### src/hblank_regs.svh
// register offsets, field positions, reset values and timing counts of the blanking generator
`ifndef HBLANK_REGS_SVH
`define HBLANK_REGS_SVH

`define OFS_MODE          8'h00
`define OFS_MASK          8'h02
`define OFS_REP_START     8'h04
`define OFS_REP_END       8'h06
`define OFS_REP_LEN       8'h08
`define OFS_REP_COUNT     8'h0a
`define OFS_EVEN_TOG0     8'h10
`define OFS_ODD_TOG0      8'h18
`define OFS_STRETCH       8'h34
`define OFS_START_A       8'h38
`define OFS_START_B       8'h3a
`define OFS_START_C       8'h3c
`define OFS_PIX_BLANK_ON  8'h40
`define OFS_PIX_BLANK_OFF 8'h42
`define OFS_CLAMP_ON      8'h44
`define OFS_CLAMP_OFF     8'h46
`define OFS_ODD_ORDER0    8'h50
`define OFS_COUNT0        8'h60
`define OFS_STATUS        8'h70

`define STRETCH_LSB       4
`define STRETCH_MSB       7
`define CNT_A_LSB         0
`define CNT_B_LSB         4
`define CNT_C_LSB         8
`define MASK_DRV1_BIT     0
`define MASK_DRV2_BIT     1
`define MASK_LAST_BIT     2

`define RST_POS           13'h0000
`define RST_MODE          2'h0
`define RST_MASK          3'h0
`define RST_STRETCH       4'h0
`define PIPE_DLY          4'hc
`define NUM_TOG           6
`define NUM_AREA          6
`define NUM_CNT_WORDS     12

`endif

### src/hblank_pkg.sv
// types shared by the blanking generator and its count memory
package hblank_pkg;
   typedef logic [12:0] pos_t;
   typedef logic [11:0] cnt_word_t;
   typedef logic [3:0]  cnt_addr_t;
   typedef enum logic [1:0] {
      MODE_NORMAL   = 2'b00,
      MODE_REPEAT   = 2'b01,
      MODE_ADVANCED = 2'b10,
      MODE_TEST     = 2'b11
   } blank_mode_t;
endpackage : hblank_pkg

### src/cnt_mem_if.sv
// link between the generator and its per-area pulse count memory
interface cnt_mem_if;
   logic                  wr_en;
   hblank_pkg::cnt_addr_t wr_addr;
   hblank_pkg::cnt_word_t wr_data;
   hblank_pkg::cnt_addr_t rd_addr1;
   hblank_pkg::cnt_addr_t rd_addr2;
   hblank_pkg::cnt_word_t rd_data1;
   hblank_pkg::cnt_word_t rd_data2;
   modport mem  (input wr_en, wr_addr, wr_data, rd_addr1, rd_addr2,
                 output rd_data1, rd_data2);
   modport user (output wr_en, wr_addr, wr_data, rd_addr1, rd_addr2,
                 input rd_data1, rd_data2);
endinterface : cnt_mem_if

### src/area_count_mem.sv
// twelve-word store of per-area pulse counts, two registered read ports
`include "hblank_regs.svh"
module area_count_mem (
   input wire logic   sys_clk,   // pixel clock
   input wire logic   sys_rst,   // synchronous reset, active high
   cnt_mem_if.mem     port       // write and read ports
);
   hblank_pkg::cnt_word_t mem_ff      [`NUM_CNT_WORDS];
   hblank_pkg::cnt_word_t nxt_mem     [`NUM_CNT_WORDS];
   hblank_pkg::cnt_word_t rd1_ff;
   hblank_pkg::cnt_word_t rd2_ff;
   hblank_pkg::cnt_word_t nxt_rd1;
   hblank_pkg::cnt_word_t nxt_rd2;

   // out-of-range address reads zero so a stray area gives no pulses
   function automatic hblank_pkg::cnt_word_t pick(input hblank_pkg::cnt_addr_t a,
                                                  input hblank_pkg::cnt_word_t m [`NUM_CNT_WORDS]);
      pick = (a < 4'(`NUM_CNT_WORDS)) ? m[a] : 12'h000;
   endfunction : pick

   always_comb begin
      nxt_mem = mem_ff;
      if (port.wr_en && port.wr_addr < 4'(`NUM_CNT_WORDS)) begin
         nxt_mem[port.wr_addr] = port.wr_data;
      end
      nxt_rd1 = pick(port.rd_addr1, mem_ff);
      nxt_rd2 = pick(port.rd_addr2, mem_ff);
   end

   always_ff @(posedge sys_clk) begin
      if (sys_rst) begin
         for (int i = 0; i < `NUM_CNT_WORDS; i++) begin
            mem_ff[i] <= 12'h000;
         end
         rd1_ff <= 12'h000;
         rd2_ff <= 12'h000;
      end else begin
         mem_ff <= nxt_mem;
         rd1_ff <= nxt_rd1;
         rd2_ff <= nxt_rd2;
      end
   end

   assign port.rd_data1 = rd1_ff;
   assign port.rd_data2 = rd2_ff;
endmodule : area_count_mem

### src/hblank_gen.sv
// horizontal blanking and horizontal clock pattern generator
`include "hblank_regs.svh"
module hblank_gen (
   input  wire logic        sys_clk,          // pixel clock
   input  wire logic        sys_rst,          // synchronous reset, active high
   input  wire logic        line_sync,        // line sync, falling edge starts line
   input  wire logic        reg_wr,           // register write strobe
   input  wire logic        reg_rd,           // register read strobe
   input  wire logic [7:0]  reg_addr,         // register address
   input  wire logic [15:0] reg_wdata,        // write data
   output logic      [15:0] reg_rdata,        // read data, one cycle after reg_rd
   output logic             horizontal_blank, // blanking interval
   output logic             horizontal_driver_1, // driver 1/3
   output logic             horizontal_driver_2, // driver 2/4
   output logic             last_stage_driver, // last stage clock
   output logic             pixel_blank,      // pixel blank
   output logic             black_clamp       // black clamp
);
   typedef hblank_pkg::pos_t pos_t;

   // configuration
   hblank_pkg::blank_mode_t mode_ff, nxt_mode;
   logic [2:0]  mask_ff, nxt_mask;
   logic [3:0]  stretch_ff, nxt_stretch;
   pos_t        rstart_ff, nxt_rstart, rend_ff, nxt_rend, rlen_ff, nxt_rlen, rcnt_ff, nxt_rcnt;
   pos_t        even_tog_ff [`NUM_TOG];
   pos_t        nxt_even_tog [`NUM_TOG];
   pos_t        odd_tog_ff [`NUM_TOG];
   pos_t        nxt_odd_tog [`NUM_TOG];
   pos_t        sa_ff, nxt_sa, sb_ff, nxt_sb, sc_ff, nxt_sc;
   pos_t        pon_ff, nxt_pon, poff_ff, nxt_poff, con_ff, nxt_con, coff_ff, nxt_coff;
   logic [2:0]  order_ff [`NUM_AREA];
   logic [2:0]  nxt_order [`NUM_AREA];
   logic [15:0] rdata_ff, nxt_rdata;

   // timing state
   logic        sync_d_ff, nxt_sync_d;
   logic [3:0]  dly_ff, nxt_dly;
   pos_t        hcnt_ff, nxt_hcnt;
   logic        odd_ff, nxt_odd;
   logic        tog_ff, nxt_tog;
   pos_t        rpos_ff, nxt_rpos;
   pos_t        ridx_ff, nxt_ridx;
   logic [4:0]  div_ff, nxt_div;
   logic        phase_ff, nxt_phase;
   logic [4:0]  rem1_ff, nxt_rem1, rem2_ff, nxt_rem2;
   logic        blank_ff, nxt_blank, d1_ff, nxt_d1, d2_ff, nxt_d2, dl_ff, nxt_dl;
   logic        pb_ff, nxt_pb, cl_ff, nxt_cl;

   cnt_mem_if mif ();
   area_count_mem u_mem (
      .sys_clk (sys_clk),
      .sys_rst (sys_rst),
      .port    (mif.mem)
   );

   // true when pos equals any of the six toggle positions
   function automatic logic any_hit(input pos_t p, input pos_t t [`NUM_TOG]);
      any_hit = 1'b0;
      for (int i = 0; i < `NUM_TOG; i++) begin
         if (p == t[i]) any_hit = 1'b1;
      end
   endfunction : any_hit

   // write side of the register file
   always_comb begin
      nxt_mode = mode_ff;       nxt_mask = mask_ff;     nxt_stretch = stretch_ff;
      nxt_rstart = rstart_ff;   nxt_rend = rend_ff;     nxt_rlen = rlen_ff;
      nxt_rcnt = rcnt_ff;       nxt_sa = sa_ff;         nxt_sb = sb_ff;
      nxt_sc = sc_ff;           nxt_pon = pon_ff;       nxt_poff = poff_ff;
      nxt_con = con_ff;         nxt_coff = coff_ff;
      nxt_even_tog = even_tog_ff;
      nxt_odd_tog = odd_tog_ff;
      nxt_order = order_ff;
      if (reg_wr) begin
         case (reg_addr)
            `OFS_MODE:      nxt_mode = hblank_pkg::blank_mode_t'(reg_wdata[1:0]);
            `OFS_MASK:      nxt_mask = reg_wdata[2:0];
            `OFS_REP_START: nxt_rstart = reg_wdata[12:0];
            `OFS_REP_END:   nxt_rend = reg_wdata[12:0];
            `OFS_REP_LEN:   nxt_rlen = reg_wdata[12:0];
            `OFS_REP_COUNT: nxt_rcnt = reg_wdata[12:0];
            `OFS_STRETCH:   nxt_stretch = reg_wdata[`STRETCH_MSB:`STRETCH_LSB];
            `OFS_START_A:   nxt_sa = reg_wdata[12:0];
            `OFS_START_B:   nxt_sb = reg_wdata[12:0];
            `OFS_START_C:   nxt_sc = reg_wdata[12:0];
            `OFS_PIX_BLANK_ON:  nxt_pon = reg_wdata[12:0];
            `OFS_PIX_BLANK_OFF: nxt_poff = reg_wdata[12:0];
            `OFS_CLAMP_ON:  nxt_con = reg_wdata[12:0];
            `OFS_CLAMP_OFF: nxt_coff = reg_wdata[12:0];
            default: begin
               for (int i = 0; i < `NUM_TOG; i++) begin
                  if (reg_addr == `OFS_EVEN_TOG0 + 8'(i)) nxt_even_tog[i] = reg_wdata[12:0];
                  if (reg_addr == `OFS_ODD_TOG0 + 8'(i)) nxt_odd_tog[i] = reg_wdata[12:0];
                  if (reg_addr == `OFS_ODD_ORDER0 + 8'(i)) nxt_order[i] = reg_wdata[2:0];
               end
            end
         endcase
      end
   end

   // read side; unmapped and write-only addresses read zero
   always_comb begin
      nxt_rdata = 16'h0000;
      if (reg_rd) begin
         case (reg_addr)
            `OFS_MODE:      nxt_rdata = {14'h0000, mode_ff};
            `OFS_MASK:      nxt_rdata = {13'h0000, mask_ff};
            `OFS_REP_START: nxt_rdata = {3'h0, rstart_ff};
            `OFS_REP_END:   nxt_rdata = {3'h0, rend_ff};
            `OFS_REP_LEN:   nxt_rdata = {3'h0, rlen_ff};
            `OFS_REP_COUNT: nxt_rdata = {3'h0, rcnt_ff};
            `OFS_STRETCH:   nxt_rdata = {8'h00, stretch_ff, 4'h0};
            `OFS_START_A:   nxt_rdata = {3'h0, sa_ff};
            `OFS_START_B:   nxt_rdata = {3'h0, sb_ff};
            `OFS_START_C:   nxt_rdata = {3'h0, sc_ff};
            `OFS_PIX_BLANK_ON:  nxt_rdata = {3'h0, pon_ff};
            `OFS_PIX_BLANK_OFF: nxt_rdata = {3'h0, poff_ff};
            `OFS_CLAMP_ON:  nxt_rdata = {3'h0, con_ff};
            `OFS_CLAMP_OFF: nxt_rdata = {3'h0, coff_ff};
            `OFS_STATUS:    nxt_rdata = {2'h0, odd_ff, hcnt_ff};
            default: begin
               for (int i = 0; i < `NUM_TOG; i++) begin
                  if (reg_addr == `OFS_EVEN_TOG0 + 8'(i)) nxt_rdata = {3'h0, even_tog_ff[i]};
                  if (reg_addr == `OFS_ODD_TOG0 + 8'(i)) nxt_rdata = {3'h0, odd_tog_ff[i]};
                  if (reg_addr == `OFS_ODD_ORDER0 + 8'(i)) nxt_rdata = {13'h0000, order_ff[i]};
               end
            end
         endcase
      end
   end

   // count words go straight into the memory; per area: driver 1 then driver 2
   logic [7:0]            cnt_ofs;
   logic [2:0]            area_eff;
   hblank_pkg::cnt_addr_t area_base;
   assign cnt_ofs  = reg_addr - `OFS_COUNT0;
   assign area_eff = (odd_ff && ridx_ff < 13'(`NUM_AREA)) ? order_ff[ridx_ff[2:0]]
                                                       : ridx_ff[2:0];
   assign area_base = (ridx_ff < 13'(`NUM_AREA)) ? {area_eff, 1'b0} : 4'hf;
   assign mif.wr_en    = reg_wr && reg_addr >= `OFS_COUNT0 && cnt_ofs < 8'(`NUM_CNT_WORDS);
   assign mif.wr_addr  = cnt_ofs[3:0];
   assign mif.wr_data  = reg_wdata[11:0];
   assign mif.rd_addr1 = area_base;
   assign mif.rd_addr2 = (area_base == 4'hf) ? 4'hf : area_base | 4'h1;

   // derived terms of the current pixel
   logic in_rgn, blank_now, adv, wide, rep_wrap;
   logic [3:0] c1, c2;
   pos_t tog_set [`NUM_TOG];
   always_comb begin
      adv       = (mode_ff == hblank_pkg::MODE_ADVANCED);
      in_rgn    = (hcnt_ff >= rstart_ff) && (hcnt_ff < rend_ff);
      tog_set   = odd_ff ? odd_tog_ff : even_tog_ff;
      blank_now = (mode_ff == hblank_pkg::MODE_NORMAL) ? tog_ff : in_rgn;
      wide      = blank_now && !adv && (stretch_ff != 4'h0);
      rep_wrap  = (rpos_ff + 13'h0001 >= rlen_ff);
      c1 = 4'h0;
      c2 = 4'h0;
      // pick the group count following the start that matches here
      if (rpos_ff == sa_ff) begin
         c1 = mif.rd_data1[`CNT_A_LSB +: 4];
         c2 = mif.rd_data2[`CNT_A_LSB +: 4];
      end else if (rpos_ff == sb_ff) begin
         c1 = mif.rd_data1[`CNT_B_LSB +: 4];
         c2 = mif.rd_data2[`CNT_B_LSB +: 4];
      end else if (rpos_ff == sc_ff) begin
         c1 = mif.rd_data1[`CNT_C_LSB +: 4];
         c2 = mif.rd_data2[`CNT_C_LSB +: 4];
      end
   end

   // counter, line parity, toggle state and repeat tracking
   always_comb begin
      nxt_sync_d = line_sync;
      nxt_dly    = dly_ff;
      nxt_hcnt   = hcnt_ff + 13'h0001;
      nxt_odd    = odd_ff;
      nxt_tog    = tog_ff ^ any_hit(hcnt_ff, tog_set);
      nxt_rpos   = rpos_ff;
      nxt_ridx   = ridx_ff;
      // the counter only restarts after the pipeline delay
      if (sync_d_ff && !line_sync) begin
         nxt_dly = 4'h1;
      end else if (dly_ff == `PIPE_DLY) begin
         nxt_dly  = 4'h0;
         nxt_hcnt = `RST_POS;
         nxt_odd  = !odd_ff;
         nxt_tog  = 1'b0;
      end else if (dly_ff != 4'h0) begin
         nxt_dly = dly_ff + 4'h1;
      end
      // repeat phase restarts at the region start, wraps every length
      if (hcnt_ff + 13'h0001 == rstart_ff) begin
         nxt_rpos = `RST_POS;
         nxt_ridx = `RST_POS;
      end else if (in_rgn) begin
         nxt_rpos = rep_wrap ? `RST_POS : rpos_ff + 13'h0001;
         nxt_ridx = rep_wrap ? ridx_ff + 13'h0001 : ridx_ff;
      end
   end

   // clock phase and advanced-mode pulse groups
   always_comb begin
      nxt_div   = 5'h00;
      nxt_phase = !phase_ff;
      // widened clocks hold each level 2n pixels, giving 1/(4n) of pixel rate
      if (wide && (div_ff + 5'h01) < {stretch_ff, 1'b0}) begin
         nxt_div   = div_ff + 5'h01;
         nxt_phase = phase_ff;
      end
      nxt_rem1 = (rem1_ff != 5'h00) ? rem1_ff - 5'h01 : 5'h00;
      nxt_rem2 = (rem2_ff != 5'h00) ? rem2_ff - 5'h01 : 5'h00;
      if (adv && in_rgn && ridx_ff < 13'(`NUM_AREA)) begin
         if (c1 != 4'h0) nxt_rem1 = {c1, 1'b0};
         if (c2 != 4'h0) nxt_rem2 = {c2, 1'b0};
      end
   end

   // output levels
   always_comb begin
      nxt_blank = blank_now;
      nxt_d1    = phase_ff;
      nxt_d2    = !phase_ff;
      nxt_dl    = !phase_ff;
      nxt_pb    = (hcnt_ff == pon_ff) ? 1'b1 : (hcnt_ff == poff_ff) ? 1'b0 : pb_ff;
      nxt_cl    = (hcnt_ff == con_ff) ? 1'b1 : (hcnt_ff == coff_ff) ? 1'b0 : cl_ff;
      if (blank_now) begin
         case (mode_ff)
            hblank_pkg::MODE_ADVANCED: begin
               // even remainder is the high half of each pulse
               nxt_d1 = (rem1_ff != 5'h00) ? !rem1_ff[0] : mask_ff[`MASK_DRV1_BIT];
               nxt_d2 = (rem2_ff != 5'h00) ? !rem2_ff[0] : mask_ff[`MASK_DRV2_BIT];
               nxt_dl = (rem2_ff != 5'h00) ? !rem2_ff[0] : mask_ff[`MASK_LAST_BIT];
            end
            hblank_pkg::MODE_REPEAT: begin
               // pulses only inside toggle windows of the first count repeats
               if (!(tog_ff && ridx_ff < rcnt_ff)) begin
                  nxt_d1 = mask_ff[`MASK_DRV1_BIT];
                  nxt_d2 = mask_ff[`MASK_DRV2_BIT];
                  nxt_dl = mask_ff[`MASK_LAST_BIT];
               end
            end
            default: begin
               // normal mode masks the interval unless wide clocks are asked for
               if (!wide) begin
                  nxt_d1 = mask_ff[`MASK_DRV1_BIT];
                  nxt_d2 = mask_ff[`MASK_DRV2_BIT];
                  nxt_dl = mask_ff[`MASK_LAST_BIT];
               end
            end
         endcase
      end
   end

   // mode 1 toggle state runs on the repeat phase, not the line counter
   logic tog_src_rep;
   assign tog_src_rep = (mode_ff == hblank_pkg::MODE_REPEAT);
   logic nxt_tog_eff;
   always_comb begin
      nxt_tog_eff = nxt_tog;
      if (tog_src_rep) begin
         nxt_tog_eff = (nxt_rpos == `RST_POS && in_rgn == 1'b0) ? 1'b0
                     : tog_ff ^ any_hit(rpos_ff, tog_set);
         if (in_rgn && rep_wrap) nxt_tog_eff = 1'b0;
      end
   end

   always_ff @(posedge sys_clk) begin
      if (sys_rst) begin
         mode_ff <= hblank_pkg::MODE_NORMAL;  mask_ff <= `RST_MASK;  stretch_ff <= `RST_STRETCH;
         rstart_ff <= `RST_POS;  rend_ff <= `RST_POS;  rlen_ff <= `RST_POS;  rcnt_ff <= `RST_POS;
         sa_ff <= `RST_POS;  sb_ff <= `RST_POS;  sc_ff <= `RST_POS;
         pon_ff <= `RST_POS;  poff_ff <= `RST_POS;  con_ff <= `RST_POS;  coff_ff <= `RST_POS;
         for (int i = 0; i < `NUM_TOG; i++) begin
            even_tog_ff[i] <= `RST_POS;
            odd_tog_ff[i]  <= `RST_POS;
            order_ff[i]    <= 3'(i);
         end
         rdata_ff <= 16'h0000;  sync_d_ff <= 1'b0;  dly_ff <= 4'h0;  hcnt_ff <= `RST_POS;
         odd_ff <= 1'b1;  tog_ff <= 1'b0;  rpos_ff <= `RST_POS;  ridx_ff <= 13'h1fff;
         div_ff <= 5'h00;  phase_ff <= 1'b0;  rem1_ff <= 5'h00;  rem2_ff <= 5'h00;
         blank_ff <= 1'b0;  d1_ff <= 1'b0;  d2_ff <= 1'b0;  dl_ff <= 1'b0;
         pb_ff <= 1'b0;  cl_ff <= 1'b0;
      end else begin
         mode_ff <= nxt_mode;  mask_ff <= nxt_mask;  stretch_ff <= nxt_stretch;
         rstart_ff <= nxt_rstart;  rend_ff <= nxt_rend;  rlen_ff <= nxt_rlen;  rcnt_ff <= nxt_rcnt;
         sa_ff <= nxt_sa;  sb_ff <= nxt_sb;  sc_ff <= nxt_sc;
         pon_ff <= nxt_pon;  poff_ff <= nxt_poff;  con_ff <= nxt_con;  coff_ff <= nxt_coff;
         even_tog_ff <= nxt_even_tog;
         odd_tog_ff  <= nxt_odd_tog;
         order_ff    <= nxt_order;
         rdata_ff <= nxt_rdata;  sync_d_ff <= nxt_sync_d;  dly_ff <= nxt_dly;  hcnt_ff <= nxt_hcnt;
         odd_ff <= nxt_odd;  tog_ff <= nxt_tog_eff;  rpos_ff <= nxt_rpos;  ridx_ff <= nxt_ridx;
         div_ff <= nxt_div;  phase_ff <= nxt_phase;  rem1_ff <= nxt_rem1;  rem2_ff <= nxt_rem2;
         blank_ff <= nxt_blank;  d1_ff <= nxt_d1;  d2_ff <= nxt_d2;  dl_ff <= nxt_dl;
         pb_ff <= nxt_pb;  cl_ff <= nxt_cl;
      end
   end

   assign reg_rdata           = rdata_ff;
   assign horizontal_blank    = blank_ff;
   assign horizontal_driver_1 = d1_ff;
   assign horizontal_driver_2 = d2_ff;
   assign last_stage_driver   = dl_ff;
   assign pixel_blank         = pb_ff;
   assign black_clamp         = cl_ff;
endmodule : hblank_gen

### config.mk
export PLATFORM = sky130hd
export DESIGN_NAME = hblank_gen
export DESIGN_NICKNAME = d
export VERILOG_FILES = /design/src/hblank_pkg.sv /design/src/cnt_mem_if.sv /design/src/area_count_mem.sv /design/src/hblank_gen.sv
export VERILOG_INCLUDE_DIRS = /design/src /design/src/src
export SDC_FILE = /design/constraint.sdc
export NUM_CORES = 2
export LEC_CHECK = 0
export BUFFER_PORTS_ARGS = -buffer_cell sky130_fd_sc_hd__clkbuf_2
export CAP_MARGIN = 20
export CORE_UTILIZATION = 60
export CTS_CLUSTER_SIZE = 30
export DETAILED_ROUTE_END_ITERATION = 8
export PLACE_DENSITY = 0.77
export SLEW_MARGIN = 0
export SYNTH_ARGS = -nofsm -noshare
export SYNTH_HDL_FRONTEND = slang
export SYNTH_SLANG_ARGS = --single-unit
export TNS_END_PERCENT = 50
### constraint.sdc
create_clock -name sys_clk -period 5.05 [get_ports sys_clk]
set_input_delay 0.7575 -clock sys_clk [delete_from_list [all_inputs] [get_ports sys_clk]]
set_output_delay 0.7575 -clock sys_clk [all_outputs]
set_load 0.02 [all_outputs]
==> impl_metrics.prom <==
# TYPE chip_impl_metric gauge
chip_impl_metric{name="layout.nets",unit=""} 3779
chip_impl_metric{name="row_count",unit=""} 82
chip_impl_metric{name="postCtsResizedCells",unit=""} 0
chip_impl_metric{name="initialDrtViolationCount",unit=""} 4144
chip_impl_info{name="cts_tree",value="built"} 1
chip_impl_metric{name="layout_cells_sized_above_1",unit="%"} 8.36
chip_impl_metric{name="post-route-period-util",unit="%"} 83.6
chip_impl_metric{name="floorplan.core_area",unit="mm^2"} 0.0501
chip_impl_metric{name="top_level_ports",unit=""} 51
chip_impl_metric{name="maximum_number_of_pins_on_one_net_before_global_route_repair",unit=""} 154
chip_impl_metric{name="initial_core_util",unit="%"} 60.6
chip_impl_info{name="grt_setup_unrepaired",value="no"} 1
chip_impl_metric{name="total_standard_cell_area_after_synthesis",unit="mm^2"} 0.0304
chip_impl_metric{name="numClockSinks",unit=""} 576
chip_impl_metric{name="h-tree-depth",unit=""} 2
chip_impl_metric{name="area.growth.synth_to_final",unit="%"} 8.89
chip_impl_metric{name="fill_cells",unit=""} 4321
chip_impl_info{name="status",value="completed"} 1
chip_impl_info{name="cp-start-kind",value="register"} 1
chip_impl_info{name="hp-class",value="in2reg"} 1
chip_impl_metric{name="yosys_warnings",unit=""} 0
chip_impl_metric{name="cts_hold_buffers",unit=""} 0
chip_impl_metric{name="setup_violations",unit=""} 0
chip_impl_metric{name="grt_first_pass_wirelength",unit="mm"} 161
chip_impl_metric{name="vias_per_std_cell",unit=""} 6.51
chip_impl_metric{name="irDropWorstVdd",unit="uV"} 341
chip_impl_info{name="ys_top_cells_by_area",value="sky130_fd_sc_hd__dfxtp_1 38%, sky130_fd_sc_hd__nand2_1 8.8%, sky130_fd_sc_hd__mux2i_1 7.8%"} 1
chip_impl_metric{name="buffer_ports.inserted",unit=""} 45
chip_impl_metric{name="worst_slew_pin_slew",unit="ns"} 1.24
chip_impl_metric{name="routed-via-count",unit=""} 28700
chip_impl_metric{name="fmax",unit="GHz"} 0.237
chip_impl_metric{name="total_leakage_power",unit="nW"} 13.0
chip_impl_metric{name="cts_setup_buffers",unit=""} 0
chip_impl_metric{name="critical_path_arrival",unit="ns"} 4.73
chip_impl_metric{name="maxCapViolations",unit=""} 0
chip_impl_metric{name="postLayoutCoreUtil",unit="%"} 66.0
chip_impl_metric{name="hpwlAfterDp",unit="mm"} 71.5
chip_impl_metric{name="post_synth_edffs",unit=""} 0
chip_impl_metric{name="vias_in_the_first_global_route",unit=""} 26300
chip_impl_info{name="yosysTopAreaCell",value="sky130_fd_sc_hd__dfxtp_1"} 1
chip_impl_metric{name="drt_wl_total",unit="mm"} 108
chip_impl_metric{name="async_flop_share",unit="%"} 0
chip_impl_metric{name="power-per-cell-area",unit="mW/mm^2"} 315
chip_impl_metric{name="routed_wire_length_per_instance",unit="um"} 24.5
chip_impl_metric{name="post_synth_inst_count",unit=""} 3810
chip_impl_metric{name="post-synth-top-area-fraction",unit="%"} 38.0
chip_impl_metric{name="dp_cells",unit=""} 4294
chip_impl_info{name="synth.top_cells.by_count",value="712 x sky130_fd_sc_hd__nand2_1, 576 x sky130_fd_sc_hd__dfxtp_1, 420 x sky130_fd_sc_hd__a21oi_1"} 1
chip_impl_metric{name="fin_total_pwr",unit="mW"} 10.4
chip_impl_info{name="top_ff_cell_synth",value="sky130_fd_sc_hd__dfxtp_1"} 1
chip_impl_metric{name="layout_min_cycle_time",unit="ns"} 4.22
chip_impl_info{name="clock-root-buffer",value="sky130_fd_sc_hd__clkbuf_16"} 1
chip_impl_metric{name="final_hold_viol_count",unit=""} 0
chip_impl_metric{name="die_h",unit="um"} 227
chip_impl_metric{name="crit_fanout",unit=""} 16
chip_impl_metric{name="required",unit="ns"} 5.56
chip_impl_metric{name="synth_seq_area_share",unit="%"} 38.0
chip_impl_metric{name="track_usage",unit="%"} 41.3
chip_impl_metric{name="hold_ws",unit="ns"} 0.333
chip_impl_metric{name="ys_seq_elements",unit=""} 576
chip_impl_metric{name="antenna_found_initial",unit=""} 3
chip_impl_info{name="synthMostInstantiatedCell",value="sky130_fd_sc_hd__nand2_1"} 1
chip_impl_metric{name="clk_path_buf_depth",unit=""} 3
chip_impl_metric{name="die_w",unit="um"} 227
chip_impl_metric{name="finalNonFillerCells",unit=""} 4404
chip_impl_info{name="critPathKind",value="reg2reg"} 1
chip_impl_metric{name="number_of_buffers_added_by_the_clock_tree_synthesis_step",unit=""} 59
chip_impl_metric{name="mean_syn_cell_area",unit="um^2"} 7.97
chip_impl_info{name="end_kind",value="register"} 1
chip_impl_metric{name="route.detailed.drc",unit=""} 0
chip_impl_metric{name="drt_first_pass_iters",unit=""} 9
chip_impl_metric{name="worst_clock_skew",unit="ns"} 0.0299
chip_impl_metric{name="worst_setup_hold_path_clk_slew",unit="ns"} 0.06
chip_impl_metric{name="worst_slew_margin_rel",unit="%"} 17.0
chip_impl_metric{name="synth_cell_type_count",unit=""} 77
chip_impl_metric{name="clock_network_latency_to_the_later_pin_of_the_worst_skew_pair",unit="ns"} 0.66
chip_impl_metric{name="die-area",unit="mm^2"} 0.0515
chip_impl_metric{name="drv_slew",unit=""} 0
chip_impl_metric{name="setup_tns",unit="ns"} 0
chip_impl_metric{name="globalRouteOverflowTotal",unit=""} 0
chip_impl_metric{name="finalWeightedCongestion",unit=""} 1.07
chip_impl_metric{name="route.antenna.remaining_nets",unit=""} 0
-- kinds of logic (layout without fill, tap and decap cells) --
kind of cell               after synthesis  count (layout)  synth area share [%]
adders and majority gates               65              65                  2.68
DFF                                    576             576                  38.0
xor gates and xnor gates               308             308                  8.89
other                                    1               4                0.0124
AOI/OAI and AO/OA                      780             780                  15.8
and+or+nand+nor                       1401            1401                  20.4
buffers and inverters                  413             332                  5.27
muxes                                  266             266                  9.00
-- placed cells by master, fill, tap and decap left out, types with 17 or more instances in the layout --
cell type | Yosys | routed
sky130_fd_sc_hd__nor2_2 | 10 | 18
sky130_fd_sc_hd__nor3_1 | 28 | 27
sky130_fd_sc_hd__clkbuf_16 | 0 | 61
sky130_fd_sc_hd__ha_1 | 65 | 65
sky130_fd_sc_hd__xnor2_1 | 164 | 164
sky130_fd_sc_hd__and3_1 | 28 | 28
sky130_fd_sc_hd__mux2_2 | 26 | 26
sky130_fd_sc_hd__clkbuf_2 | 0 | 44
sky130_fd_sc_hd__mux2i_1 | 237 | 237
sky130_fd_sc_hd__nand2_1 | 712 | 712
sky130_fd_sc_hd__nand4_1 | 62 | 62
sky130_fd_sc_hd__a222oi_1 | 30 | 30
sky130_fd_sc_hd__a221oi_1 | 18 | 18
sky130_fd_sc_hd__o22ai_1 | 43 | 43
sky130_fd_sc_hd__buf_4 | 4 | 89
sky130_fd_sc_hd__nor4_1 | 44 | 41
sky130_fd_sc_hd__a21oi_1 | 420 | 418
sky130_fd_sc_hd__inv_1 | 85 | 85
sky130_fd_sc_hd__xor2_1 | 144 | 144
sky130_fd_sc_hd__a22oi_1 | 69 | 69
sky130_fd_sc_hd__nor2_1 | 225 | 217
sky130_fd_sc_hd__o21ai_0 | 57 | 57
sky130_fd_sc_hd__a211oi_1 | 31 | 31
sky130_fd_sc_hd__dfxtp_1 | 576 | 575
sky130_fd_sc_hd__nor2b_1 | 18 | 17
sky130_fd_sc_hd__nand3_1 | 206 | 205
-- final timing paths --
path,slack [ns],endpoint,start,cells after the start
max,0.83,rpos_ff[0],hcnt_ff[3],8
min reg2reg,0.44,div_ff[0],div_ff[0],1
max reg2reg,0.83,rpos_ff[0],hcnt_ff[3],8
min,0.33,sync_d_ff,line_sync,2
-- routing by layer --
layer / share of wire [%] / GRT usage, % / vias up
li1: - / - / 12900
met1: 38 / 53.1 / 13300
met2: 41 / 59.9 / 1864
met3: 13 / 12.0 / 582
met4: 8.3 / 28.0 / 0
met5: 0 / 0 / -
-- critical path, cell delays in order, from the launching register on --
cell                       delay (ns)
sky130_fd_sc_hd__dfxtp_1         1.10
sky130_fd_sc_hd__clkinv_1        0.85
sky130_fd_sc_hd__xnor2_1         0.36
sky130_fd_sc_hd__nor2_1          0.17
sky130_fd_sc_hd__o22ai_1         0.11
sky130_fd_sc_hd__or4_4           0.53
sky130_fd_sc_hd__nor4_4          0.43
sky130_fd_sc_hd__or3_2           0.43
sky130_fd_sc_hd__nor2_1          0.09
-- area by class of cell --
| class | count | area (um^2) | share of cell area (%) |
|---|---|---|---|
| diodes | 2 | 5.00 | 0.0151 |
| clock buffers | 78 | 1640 | 4.96 |
| clock inverters | 28 | 425 | 1.29 |
| inverters | 89 | 334 | 1.01 |
| multi-input cells | 2822 | 17300 | 52.3 |
| flip-flops and latches | 576 | 11500 | 34.9 |
| well taps | 672 | 841 | 2.54 |
| repair buffers | 137 | 971 | 2.94 |
-- where the power goes --
| part | switching [mW] | leakage, nW | internal (mW) | total (mW) |
|---|---|---|---|---|
| Clock | 1.93 | 0.999 | 2.79 | 4.72 |
| Sequential | 0.113 | 4.65 | 4.62 | 4.73 |
| Combinational | 0.647 | 7.38 | 0.321 | 0.969 |
| Total | 2.69 | 13.0 | 7.73 | 10.4 |
-- flip-flops by register name, indices dropped and copies added (netlist names), 14 cells and up --
signal	cells
reg_rdata	14
order_ff	18
u_mem.mem_ff	144
even_tog_ff	78
odd_tog_ff	78
-- metrics by stage --
step | instance area (um^2) | worst slack [ns]
2_1_floorplan | 30400 | 1.46
3_3_place_gp | 30900 | 1.08
4_1_cts | 33000 | 0.980
3_5_place_dp | 30900 | 1.03
6_report | 33100 | 0.830
5_1_grt | 33100 | 0.826
Note: power is estimated with default switching activity, not from simulation.
